--- config.mk ---
export PLATFORM = sky130hd
export DESIGN_NAME = mac_rx_end_flat
export DESIGN_NICKNAME = d
export VERILOG_FILES = /design/src/mac_rx_pkg.sv /design/src/mac_rx_link_if.sv /design/src/mac_rx_end.sv /design/src/sync_level.sv /design/src/flat_wrapper.sv
export SDC_FILE = /design/constraint.sdc
export NUM_CORES = 1
export LEC_CHECK = 0
export BUFFER_PORTS_ARGS = -buffer_cell sky130_fd_sc_hd__clkbuf_2
export CORE_ASPECT_RATIO = 0.7
export CORE_MARGIN = 8
export CORE_UTILIZATION = 55
export DETAILED_ROUTE_END_ITERATION = 8
export HOLD_SLACK_MARGIN = 0.15
export PLACE_DENSITY = 0.78
export SLEW_MARGIN = 5
export SYNTH_ARGS = -nofsm -noshare
export SYNTH_HDL_FRONTEND = slang
export SYNTH_SLANG_ARGS = --single-unit
--- constraint.sdc ---
create_clock -name ref_clk -period 4 [get_ports ref_clk]
set_clock_uncertainty 0.15 [all_clocks]
set_input_delay 0.8 -clock ref_clk [delete_from_list [all_inputs] [get_ports ref_clk]]
set_output_delay 0.8 -clock ref_clk [all_outputs]
set_load 0.05 [all_outputs]
--- src/mac_rx_pkg.sv ---
// Shared constants and types for the receive FIFO face and host register port
package mac_rx_pkg;
  localparam int DATA_W = 8;
  localparam int STAT_W = 32;
  localparam int ADDR_W = 8;
  localparam int REG_W = 8;
  localparam int NUM_REGS = 4;
  // Synchroniser depth for inputs from outside the clock domain
  localparam int SYNC_STAGES = 3;
  // Statistics vector field positions
  localparam int STAT_LEN_LSB = 0;
  localparam int STAT_LEN_W = 16;
  localparam int STAT_BAD_BIT = 16;
  localparam int STAT_OVR_BIT = 17;
  localparam int STAT_DROP_BIT = 26;
  localparam logic [REG_W-1:0] REG_RESET = 8'h00;
  // Host port register indices, all inside the device's own small register file
  localparam logic [ADDR_W-1:0] REG_CTRL = 8'h00;
  localparam logic [ADDR_W-1:0] REG_STATUS = 8'h01;
  localparam logic [ADDR_W-1:0] REG_FRAMES = 8'h02;
  localparam logic [ADDR_W-1:0] REG_SCRATCH = 8'h03;
  // Control bit: force dropping of received frames
  localparam int CTRL_DROP_BIT = 0;
  typedef enum logic [2:0] {
    HS_IDLE = 3'b001,
    HS_DONE = 3'b010,
    HS_WAIT = 3'b100
  } host_state_e;
  typedef enum logic [2:0] {
    RX_IDLE = 3'b001,
    RX_FRAME = 3'b010,
    RX_DROP = 3'b100
  } rx_state_e;
endpackage : mac_rx_pkg

--- src/mac_rx_link_if.sv ---
// Interface joining the MAC end and the FIFO/host end
`timescale 1ns/10ps
interface mac_rx_link_if;
  import mac_rx_pkg::*;
  logic [DATA_W-1:0] rxFrameByte;
  logic bufferWriteReq;
  logic bufferFullIn;
  logic frameEnd;
  logic frameBad;
  logic bufferOverrunErr;
  logic [STAT_W-1:0] statsVector;
  logic statsValid;
  logic dropPacketsReq;
  logic regSelectN;
  logic regWriteN;
  logic regReadN;
  logic [ADDR_W-1:0] regAddr;
  logic [REG_W-1:0] regWdata;
  logic [REG_W-1:0] regRdata;
  logic regDoneN;
  modport mac (
    output rxFrameByte, bufferWriteReq, frameEnd, frameBad, bufferOverrunErr, statsVector, statsValid,
    input bufferFullIn, dropPacketsReq,
    input regSelectN, regWriteN, regReadN, regAddr, regWdata,
    output regRdata, regDoneN
  );
  modport host (
    input rxFrameByte, bufferWriteReq, frameEnd, frameBad, bufferOverrunErr, statsVector, statsValid,
    output bufferFullIn, dropPacketsReq,
    output regSelectN, regWriteN, regReadN, regAddr, regWdata,
    input regRdata, regDoneN
  );
endinterface : mac_rx_link_if

--- src/mac_rx_end.sv ---
// MAC end: receive FIFO write face and host register port
`timescale 1ns/10ps
module mac_rx_end
  import mac_rx_pkg::*;
#(
  parameter bit MGMT_IFACE_OPTION = 1'b0,
  // Read-back scramble for the scratch register; the value is arbitrary
  parameter logic [REG_W-1:0] DEVICE_TAG = 8'h5A
) (
  // Clock and reset
  input wire logic ref_clk,
  input wire logic sys_rst,
  // Link to the FIFO and host side
  mac_rx_link_if.mac link,
  // Received byte stream from the line side
  input wire logic lineValid,
  input wire logic [DATA_W-1:0] lineData,
  input wire logic lineErr,
  // Build option echo and state
  output logic mgmtPresent,
  output logic rxBusy
);
  // One clock serves both sections here; the clock choice per rate is made outside

  function automatic logic hostActive(input logic selN, input logic strobeN, input logic otherN);
    return !selN && !strobeN && otherN;
  endfunction : hostActive

  logic dropSync;
  logic [REG_W-1:0] ctrl_reg;
  logic [REG_W-1:0] scratch_reg;
  logic [REG_W-1:0] frames_reg;
  rx_state_e rxState_reg;
  logic lineValid_reg;
  logic [DATA_W-1:0] lineData_reg;
  logic errSeen_reg;
  logic fullSeen_reg;
  logic [STAT_LEN_W-1:0] len_reg;
  host_state_e hostState_reg;
  logic [REG_W-1:0] rdata_reg;
  logic doneN_reg;
  logic dropNow;
  logic endPend_reg;
  logic endDrop_reg;
  logic frameStart;
  logic frameStop;

  // Drop request arrives from another domain
  sync_level #(.STAGES(SYNC_STAGES)) dropSyncInst (
    .ref_clk(ref_clk),
    .sys_rst(sys_rst),
    .asyncIn(link.dropPacketsReq),
    .syncOut(dropSync)
  );

  assign dropNow = dropSync || ctrl_reg[CTRL_DROP_BIT];
  assign frameStart = lineValid && !lineValid_reg;
  assign frameStop = !lineValid && lineValid_reg;

  always_ff @(posedge ref_clk) begin
    if (sys_rst) begin
      mgmtPresent <= 1'b0;
    end else begin
      mgmtPresent <= MGMT_IFACE_OPTION;
    end
  end

  // Line pipeline register delays bytes one cycle so end-of-frame is known in time
  always_ff @(posedge ref_clk) begin
    if (sys_rst) begin
      lineValid_reg <= 1'b0;
      lineData_reg <= '0;
    end else begin
      lineValid_reg <= lineValid;
      lineData_reg <= lineData;
    end
  end

  // Drop decision is taken only at frame start so a frame is never cut in half
  always_ff @(posedge ref_clk) begin
    if (sys_rst) begin
      rxState_reg <= RX_IDLE;
    end else begin
      case (rxState_reg)
        RX_IDLE: begin
          if (frameStart) begin
            rxState_reg <= dropNow ? RX_DROP : RX_FRAME;
          end
        end
        RX_FRAME, RX_DROP: begin
          if (frameStop) begin
            rxState_reg <= RX_IDLE;
          end
        end
        default: rxState_reg <= RX_IDLE;
      endcase
    end
  end

  always_ff @(posedge ref_clk) begin
    if (sys_rst) begin
      link.bufferWriteReq <= 1'b0;
      link.rxFrameByte <= '0;
    end else begin
      link.bufferWriteReq <= (rxState_reg == RX_FRAME) && lineValid_reg;
      link.rxFrameByte <= lineData_reg;
    end
  end

  // Per-frame error, overrun and length tracking; the first byte's error is caught at frame start
  always_ff @(posedge ref_clk) begin
    if (sys_rst) begin
      errSeen_reg <= 1'b0;
      fullSeen_reg <= 1'b0;
      len_reg <= '0;
    end else if (rxState_reg == RX_IDLE) begin
      errSeen_reg <= frameStart && lineErr;
      fullSeen_reg <= 1'b0;
      len_reg <= '0;
    end else begin
      if (lineValid && lineErr) begin
        errSeen_reg <= 1'b1;
      end
      if (link.bufferWriteReq && link.bufferFullIn) begin
        fullSeen_reg <= 1'b1;
      end
      if (lineValid_reg) begin
        len_reg <= len_reg + 1'b1;
      end
    end
  end

  // End is reported one cycle after the last byte's write, so no byte is still in flight
  always_ff @(posedge ref_clk) begin
    if (sys_rst) begin
      endPend_reg <= 1'b0;
      endDrop_reg <= 1'b0;
    end else begin
      endPend_reg <= frameStop && rxState_reg != RX_IDLE;
      endDrop_reg <= rxState_reg == RX_DROP;
    end
  end

  always_ff @(posedge ref_clk) begin
    if (sys_rst) begin
      link.frameEnd <= 1'b0;
      link.frameBad <= 1'b0;
      link.bufferOverrunErr <= 1'b0;
    end else begin
      link.frameEnd <= endPend_reg && !endDrop_reg;
      link.frameBad <= endPend_reg && !endDrop_reg && errSeen_reg;
      link.bufferOverrunErr <= endPend_reg && !endDrop_reg
        && (fullSeen_reg || (link.bufferWriteReq && link.bufferFullIn));
    end
  end

  // Vector is built and strobed in one cycle at the end of every frame, dropped or kept
  always_ff @(posedge ref_clk) begin
    if (sys_rst) begin
      link.statsValid <= 1'b0;
      link.statsVector <= '0;
    end else begin
      link.statsValid <= endPend_reg;
      if (endPend_reg) begin
        link.statsVector <= '0;
        link.statsVector[STAT_LEN_LSB +: STAT_LEN_W] <= len_reg;
        link.statsVector[STAT_BAD_BIT] <= errSeen_reg;
        link.statsVector[STAT_OVR_BIT] <= fullSeen_reg || (link.bufferWriteReq && link.bufferFullIn);
        link.statsVector[STAT_DROP_BIT] <= endDrop_reg;
      end
    end
  end

  always_ff @(posedge ref_clk) begin
    if (sys_rst) begin
      frames_reg <= REG_RESET;
    end else if (link.frameEnd) begin
      frames_reg <= frames_reg + 1'b1;
    end
  end

  always_ff @(posedge ref_clk) begin
    if (sys_rst) begin
      rxBusy <= 1'b0;
    end else begin
      rxBusy <= rxState_reg != RX_IDLE;
    end
  end

  // Host port: done stays low until the host releases its select
  always_ff @(posedge ref_clk) begin
    if (sys_rst) begin
      hostState_reg <= HS_IDLE;
      doneN_reg <= 1'b1;
      rdata_reg <= '0;
      ctrl_reg <= REG_RESET;
      scratch_reg <= REG_RESET;
    end else begin
      case (hostState_reg)
        HS_IDLE: begin
          if (hostActive(link.regSelectN, link.regWriteN, link.regReadN)) begin
            case (link.regAddr)
              REG_CTRL: ctrl_reg <= link.regWdata;
              REG_SCRATCH: scratch_reg <= link.regWdata;
              default: ;
            endcase
            doneN_reg <= 1'b0;
            hostState_reg <= HS_DONE;
          end else if (hostActive(link.regSelectN, link.regReadN, link.regWriteN)) begin
            case (link.regAddr)
              REG_CTRL: rdata_reg <= ctrl_reg;
              REG_STATUS: rdata_reg <= {5'h00, rxBusy, mgmtPresent, dropSync};
              REG_FRAMES: rdata_reg <= frames_reg;
              REG_SCRATCH: rdata_reg <= scratch_reg ^ DEVICE_TAG;
              default: rdata_reg <= REG_RESET;
            endcase
            doneN_reg <= 1'b0;
            hostState_reg <= HS_DONE;
          end
        end
        HS_DONE: begin
          if (link.regSelectN) begin
            doneN_reg <= 1'b1;
            hostState_reg <= HS_IDLE;
          end
        end
        default: begin
          doneN_reg <= 1'b1;
          hostState_reg <= HS_IDLE;
        end
      endcase
    end
  end

  assign link.regDoneN = doneN_reg;
  assign link.regRdata = rdata_reg;
endmodule : mac_rx_end

--- src/sync_level.sv ---
// Three-stage level synchroniser; a change counts once stages two and three agree
`timescale 1ns/10ps
module sync_level
  import mac_rx_pkg::*;
#(
  parameter int STAGES = SYNC_STAGES
) (
  // Clock and reset
  input wire logic ref_clk,
  input wire logic sys_rst,
  // Level in and filtered level out
  input wire logic asyncIn,
  output logic syncOut
);
  logic [STAGES-1:0] chain_reg;

  always_ff @(posedge ref_clk) begin
    if (sys_rst) begin
      chain_reg <= '0;
    end else begin
      chain_reg <= {chain_reg[STAGES-2:0], asyncIn};
    end
  end

  // First stage feeds only the second; output moves when the last two agree
  always_ff @(posedge ref_clk) begin
    if (sys_rst) begin
      syncOut <= 1'b0;
    end else if (chain_reg[STAGES-1] == chain_reg[STAGES-2]) begin
      syncOut <= chain_reg[STAGES-1];
    end
  end
endmodule : sync_level

--- src/flat_wrapper.sv ---
// flat-port wrapper written by rule: the top's interface ports become plain ports
module mac_rx_end_flat import mac_rx_pkg::*;
#(
  parameter bit MGMT_IFACE_OPTION = 1'b0,
                                                                        
  parameter logic [REG_W-1:0] DEVICE_TAG = 8'h5A
)
  (ref_clk, sys_rst, lineValid, lineData, lineErr, mgmtPresent, rxBusy, link_rxFrameByte, link_bufferWriteReq, link_frameEnd, link_frameBad, link_bufferOverrunErr, link_statsVector, link_statsValid, link_bufferFullIn, link_dropPacketsReq, link_regSelectN, link_regWriteN, link_regReadN, link_regAddr, link_regWdata, link_regRdata, link_regDoneN);
  mac_rx_link_if link_i ();
  input wire logic ref_clk;
  input wire logic sys_rst;
  input wire logic lineValid;
  input wire logic [DATA_W-1:0] lineData;
  input wire logic lineErr;
  output logic mgmtPresent;
  output logic rxBusy;
  output wire logic [$bits(link_i.rxFrameByte)-1:0] link_rxFrameByte;
  output wire logic [$bits(link_i.bufferWriteReq)-1:0] link_bufferWriteReq;
  output wire logic [$bits(link_i.frameEnd)-1:0] link_frameEnd;
  output wire logic [$bits(link_i.frameBad)-1:0] link_frameBad;
  output wire logic [$bits(link_i.bufferOverrunErr)-1:0] link_bufferOverrunErr;
  output wire logic [$bits(link_i.statsVector)-1:0] link_statsVector;
  output wire logic [$bits(link_i.statsValid)-1:0] link_statsValid;
  input wire logic [$bits(link_i.bufferFullIn)-1:0] link_bufferFullIn;
  input wire logic [$bits(link_i.dropPacketsReq)-1:0] link_dropPacketsReq;
  input wire logic [$bits(link_i.regSelectN)-1:0] link_regSelectN;
  input wire logic [$bits(link_i.regWriteN)-1:0] link_regWriteN;
  input wire logic [$bits(link_i.regReadN)-1:0] link_regReadN;
  input wire logic [$bits(link_i.regAddr)-1:0] link_regAddr;
  input wire logic [$bits(link_i.regWdata)-1:0] link_regWdata;
  output wire logic [$bits(link_i.regRdata)-1:0] link_regRdata;
  output wire logic [$bits(link_i.regDoneN)-1:0] link_regDoneN;
  assign link_rxFrameByte = link_i.rxFrameByte;
  assign link_bufferWriteReq = link_i.bufferWriteReq;
  assign link_frameEnd = link_i.frameEnd;
  assign link_frameBad = link_i.frameBad;
  assign link_bufferOverrunErr = link_i.bufferOverrunErr;
  assign link_statsVector = link_i.statsVector;
  assign link_statsValid = link_i.statsValid;
  assign link_i.bufferFullIn = link_bufferFullIn;
  assign link_i.dropPacketsReq = link_dropPacketsReq;
  assign link_i.regSelectN = link_regSelectN;
  assign link_i.regWriteN = link_regWriteN;
  assign link_i.regReadN = link_regReadN;
  assign link_i.regAddr = link_regAddr;
  assign link_i.regWdata = link_regWdata;
  assign link_regRdata = link_i.regRdata;
  assign link_regDoneN = link_i.regDoneN;
  mac_rx_end #(.MGMT_IFACE_OPTION(MGMT_IFACE_OPTION), .DEVICE_TAG(DEVICE_TAG)) u_core (.ref_clk(ref_clk), .sys_rst(sys_rst), .link(link_i), .lineValid(lineValid), .lineData(lineData), .lineErr(lineErr), .mgmtPresent(mgmtPresent), .rxBusy(rxBusy));
endmodule
# --- After elaboration in Yosys (flattened, before gate mapping) ---
# Cells that the tools add are included.
totals:
  ff_bits: 105
  in_bits: 33
  out_inout_bits: 56
  wordCells: 88
op_classes:
  addsub: 2
  eq_ne: 14
  mux: 15
  bitwise_logic: 2
  reduce_logical: 31
op_table:
  columns: ["cell", "n"]
  rows:
  - ["8-bit one-hot mux with 4 select lines", 1]
  - ["3-bit 2-to-1 mux", 6]
  - ["16-bit by 1-bit adder with 16-bit output (second input constant)", 1]
  - ["8-bit by 2-bit equality test with 1-bit output (second input constant)", 2]
  - ["1-bit logical AND", 14]
  - ["3-bit one-hot mux with 2 select lines", 2]
  - ["3-bit AND reduction", 3]
  - ["8-bit by 1-bit adder with 8-bit output (second input constant)", 1]
  - ["8-bit by 1-bit equality test with 1-bit output (second input constant)", 1]
  - ["8-bit logical NOT", 1]
  - ["3-bit by 1-bit equality test with 1-bit output (second input constant)", 2]
  - ["3-bit by 2-bit equality test with 1-bit output (second input constant)", 2]
  - ["1-bit logical NOT", 6]
  - ["3-bit by 1-bit != test with 1-bit output (second input constant)", 2]
  - ["1-bit 2-to-1 mux", 5]
  - ["2-bit by 1-bit != test with 1-bit output (second input constant)", 2]
  - ["4-bit NOT", 1]
  - ["2-bit AND reduction", 2]
  - ["2-bit OR reduction", 2]
  - ["3-bit equality test (second input constant)", 1]
  - ["1-bit logical OR", 2]
  - ["2-bit != test (second input constant)", 1]
  - ["1-bit one-hot mux with 2 select lines", 1]
  - ["2-bit nonzero test", 1]
  - ["2 further kinds", 2]

# --- Logic depth before layout (Yosys ltp) ---
depth:
  ltp_word: 6
  mapped_depth: 5
  depth_no_buf: 4

# --- Modules after synthesis ---
# Synthesis repeated with hierarchy kept, for this count alone.
unflattened:
  hier_cells: 407
  hier_area_um2: 4001.3
by_module_without_submodules:
  columns: ["module", "n_inst", "cells_each", "area_per_inst_um2", "seq_area_each_um2"]
  rows:
  - ["mac_rx_end", 1, 397, 3888.7, 1981.9]
  - ["sync_level", 1, 10, 112.6, 80.1]

# --- Least setup slack after synthesis ---
# No wires, ideal clock.
synth_path:
  kind: "input port to flip-flop"
  from: "input link_regAddr[3]"
  to: "register u_core.scratch_reg[0]"
  setup_time_ns: 0.072
  t_arrival_ns: 1.762
  t_required_ns: 3.778
  path_slack_ns: 2.017
  path_stages: 4
  path_buffers: 1
  path_cell_list: "nor4_1 and4_1 buf_4 mux2i_1"
synth_via:
  elab_chain_cells: 2
synth_lines:
  columns: ["element", "line", "source"]
  rows:
  - ["start, declared", "flat_wrapper.sv:29", "input wire logic [$bits(link_i.regAddr)-1:0] link_regAddr;"]
  - ["8-bit by 2-bit equality test with 1-bit output", "mac_rx_end.sv:202", "case (link.regAddr)"]
  - ["3-bit AND reduction (no source line)", null, null]
  - ["end signal, assigned", "mac_rx_end.sv:204", "REG_SCRATCH: scratch_reg <= link.regWdata;"]
  - ["end, declared", "mac_rx_end.sv:31", "logic [REG_W-1:0] scratch_reg;"]
# No other way between the ends.
# A chain may end at the register's enable or synchronous reset.

# --- Final worst setup path ---
layout_path:
  from: "register u_core.link.frameEnd"
  to: "output link_frameEnd"
layout_rtl:
  columns: ["element", "line", "source"]
  rows:
  - ["start, declared", "mac_rx_link_if.sv:22", "output rxFrameByte, bufferWriteReq, frameEnd, frameBad, bufferOverrunErr, statsVector, statsValid,"]
  - ["start signal, assigned", "mac_rx_end.sv:150", "link.frameEnd <= endPend_reg && !endDrop_reg;"]
  - ["end, declared", "flat_wrapper.sv:19", "output wire logic [$bits(link_i.frameEnd)-1:0] link_frameEnd;"]
# No word-level cell between the ends.

==> flow_summary.yaml <==
run_status:
  status: "finished, final reports clean"
critical_path:
  worst-path-stages: 1
  crit_chain: "clkbuf_2"
  criticalPathCategory: "reg2out"
  critical-path-top-delay-family: "flip-flops"
  crit_path_end_kind: "output pin"
  cp-endpoint: "link_frameEnd"
  critical_path_buf_inv_count: 1
  rr_endpoint: "u_core.len_reg[0]"
  worstPathArrival_ps: 1240
  critPathMaxStageDelay_ps: 530
  start_kind: "register"
  r2r_cells: 3
  critical_path.max_fanout: 7
  required_ps: 3050
  rrSetupSlack_ps: 2100
  startpoint: "u_core.link.frameEnd"
  critPathSlowestCell: "dfxtp_1"
  r2r-start: "u_core.rxState_reg[0]"
synthesis:
  synth_area_sq_um: 4090
  ys_seq_elements: 103
  synth_cell_type_count: 47
  postSynthCellCount: 406
  synth_edf_count: 0
  ys_async_sr_fraction_pct: 0
  synth_area_per_cell_sq_um: 10.1
  synth_warnings: 0
  ys.flop_type: "dfxtp_1"
  ys_seq_area_share_pct: 50.5
clock_tree:
  clkSinkCount: 103
  cts.clk_slew.worst_paths_ps: 100
  cts_tree: "yes"
  clock_tree.buffer_depth: 2
  cts_buffers: 9
  cts_max_level: 3
  clockRootBuffer: "clkbuf_8"
  cts_setup_buffers: 0
  cts_resized: 0
  clock_latency_ps: 370
  hold_buffers: 0
global_routing:
  overflow: 0
  track_usage_pct: 16.6
  grt_first_pass_wirelength_um: 14100
  grt_start_max_net_pins: 58
  grt_pass1_vias: 2903
  antenna_found_initial: 0
final_layout:
  fillers: 615
  syn2layout_area_growth_pct: 13.3
  final_common_cell: "dfxtp_1"
  final_util_pct: 63.8
  nets: 507
  antenna_cells: 0
  largest_register_ffs: 19
  layout-drive-gt1-share_pct: 20.8
  mostFrequentLayoutCells: "103 x dfxtp_1, 74 x clkbuf_2, 47 x mux2i_1, 36 x nand2_1, 33 x nor2_1"
  final_cell_area_sq_um: 4630
sta:
  report.final.slew_viol_count: 0
  tightest_slew_ps: 782
  clock.fmax_mhz: 456
  final.setup.tns_ps: 0
  hold_violations: 0
  slew_headroom_pct: 47.6
  min_period_ps: 2190
  min_period_over_period_pct: 54.8
  setup_viol: 0
  hold-worst-slack_ps: 293
  rsz0062_at_grt: "no"
  fin_ws_ps: 1810
detailed_routing:
  firstDrtPassIters: 4
  routed_wl_um: 8570
  num_vias: 3069
  viasPerCell: 5.34
  wire_per_inst_um: 14.9
  drc: 0
  ant_nets: 0
  drt_iter0_drc: 225
power_and_ir_drop:
  worst_ir_drop_vdd_mv: 0.212
  cellLeakagePower_nw: 1.88
  pwr_density_cell_nw_per_um2: 388
placed_design:
  place_area_sq_um: 4440
  finalWeightedCongestion: 0.761
  io_buffers: 74
  place_hpwl_um: 6250
  preCtsSetupSlack_ps: 1500
die:
  die-area_sq_um: 10500
  ios: 89
  start_util_pct: 56.3
  die_w_um: 119
  rows: 26
  core_sq_um: 7250
  dieHeight_um: 88.1
run:
  timing.max_cap.violations: 0
hold_path:
  hold_path.class: "reg2reg"
==> where the power goes <==
part	total [mW]	switching (mW)	leakage, nW	internal, mW
clock	0.610	0.371	0.0940	0.239
combinational	0.136	0.0982	0.955	0.0376
sequential	1.05	0.00970	0.835	1.04
==> cell type report <==
class | count | area (sq um) | share of cell area, %
Clock inverter | 7 | 61.3 | 1.32
Clock buffer | 9 | 124 | 2.68
Inverter | 8 | 30.0 | 0.649
Tap cell | 98 | 123 | 2.65
Multi-Input combinational cell | 273 | 1840 | 39.7
Sequential cell | 103 | 2060 | 44.6
Timing Repair Buffer | 77 | 393 | 8.49
==> Yosys cell counts (all sizes together), types with 2 or more instances <==
library cell	n	share of area, %
a211oi	3	0.55
a21oi	13	1.6
a22o	8	1.7
and4	2	0.43
buf	25	4.1
clkbuf	10	0.98
dfxtp	103	50
ha	2	0.61
inv	7	0.64
mux2i	47	12
mux4	2	1.3
nand2	36	3.3
nand2b	2	0.31
nand3	12	1.5
nand3b	8	1.5
nand4	8	2.1
nor2	33	3.0
nor2b	26	4.0
nor3b	2	0.37
nor4	8	1.2
o21ai	7	0.86
o22ai	4	0.61
o31ai	5	0.92
or3	5	0.80
or4	5	0.92
xnor2	2	0.43
xor2	8	1.7
==> per-layer routing <==
layer / up-vias / track usage (%) / routed length, um
met2: 96 / 24.9 / 3660
met4: 0 / 5.03 / 99
met1: 1434 / 21.2 / 4160
met5: - / 0 / 0
met3: 11 / 6.95 / 656
li1: 1528 / - / -
==> cells by family after synthesis <==
group	after synthesis	synth area share (%)
and+or+nand+nor	154	21.1
DFF	103	50.5
muxes	49	12.8
AOI/OAI and AO/OA	44	6.98
buffers and inverters	43	5.82
xor gates and xnor gates	10	2.14
adders and majority gates	2	0.612
other	1	0.0918
==> metrics by stage <==
| step | std cells | total power [mW] |
|---|---|---|
| after detailed placement | 559 | 1.21 |
| after global routing | 575 | 1.87 |
| after CTS | 575 | 1.81 |
| final | 575 | 1.79 |
| after floorplan | 419 | 1.18 |
| after global placement | 559 | 1.20 |
==> worst min path at each step <==
stage | startpoint | end | slack [ps] | depth (start not counted)
floorplan | u_core.endDrop_reg | u_core.link.frameEnd | 260 | 1
global placement | u_core.lineData_reg[7] | u_core.link.rxFrameByte[7] | 270 | 1
detailed placement | u_core.lineData_reg[3] | u_core.link.rxFrameByte[3] | 270 | 1
CTS | u_core.lineData_reg[6] | u_core.link.rxFrameByte[6] | 290 | 1
global route | u_core.lineData_reg[6] | u_core.link.rxFrameByte[6] | 310 | 1
finish | u_core.lineData_reg[6] | u_core.link.rxFrameByte[6] | 290 | 1
(Power assumes the default switching activity.)
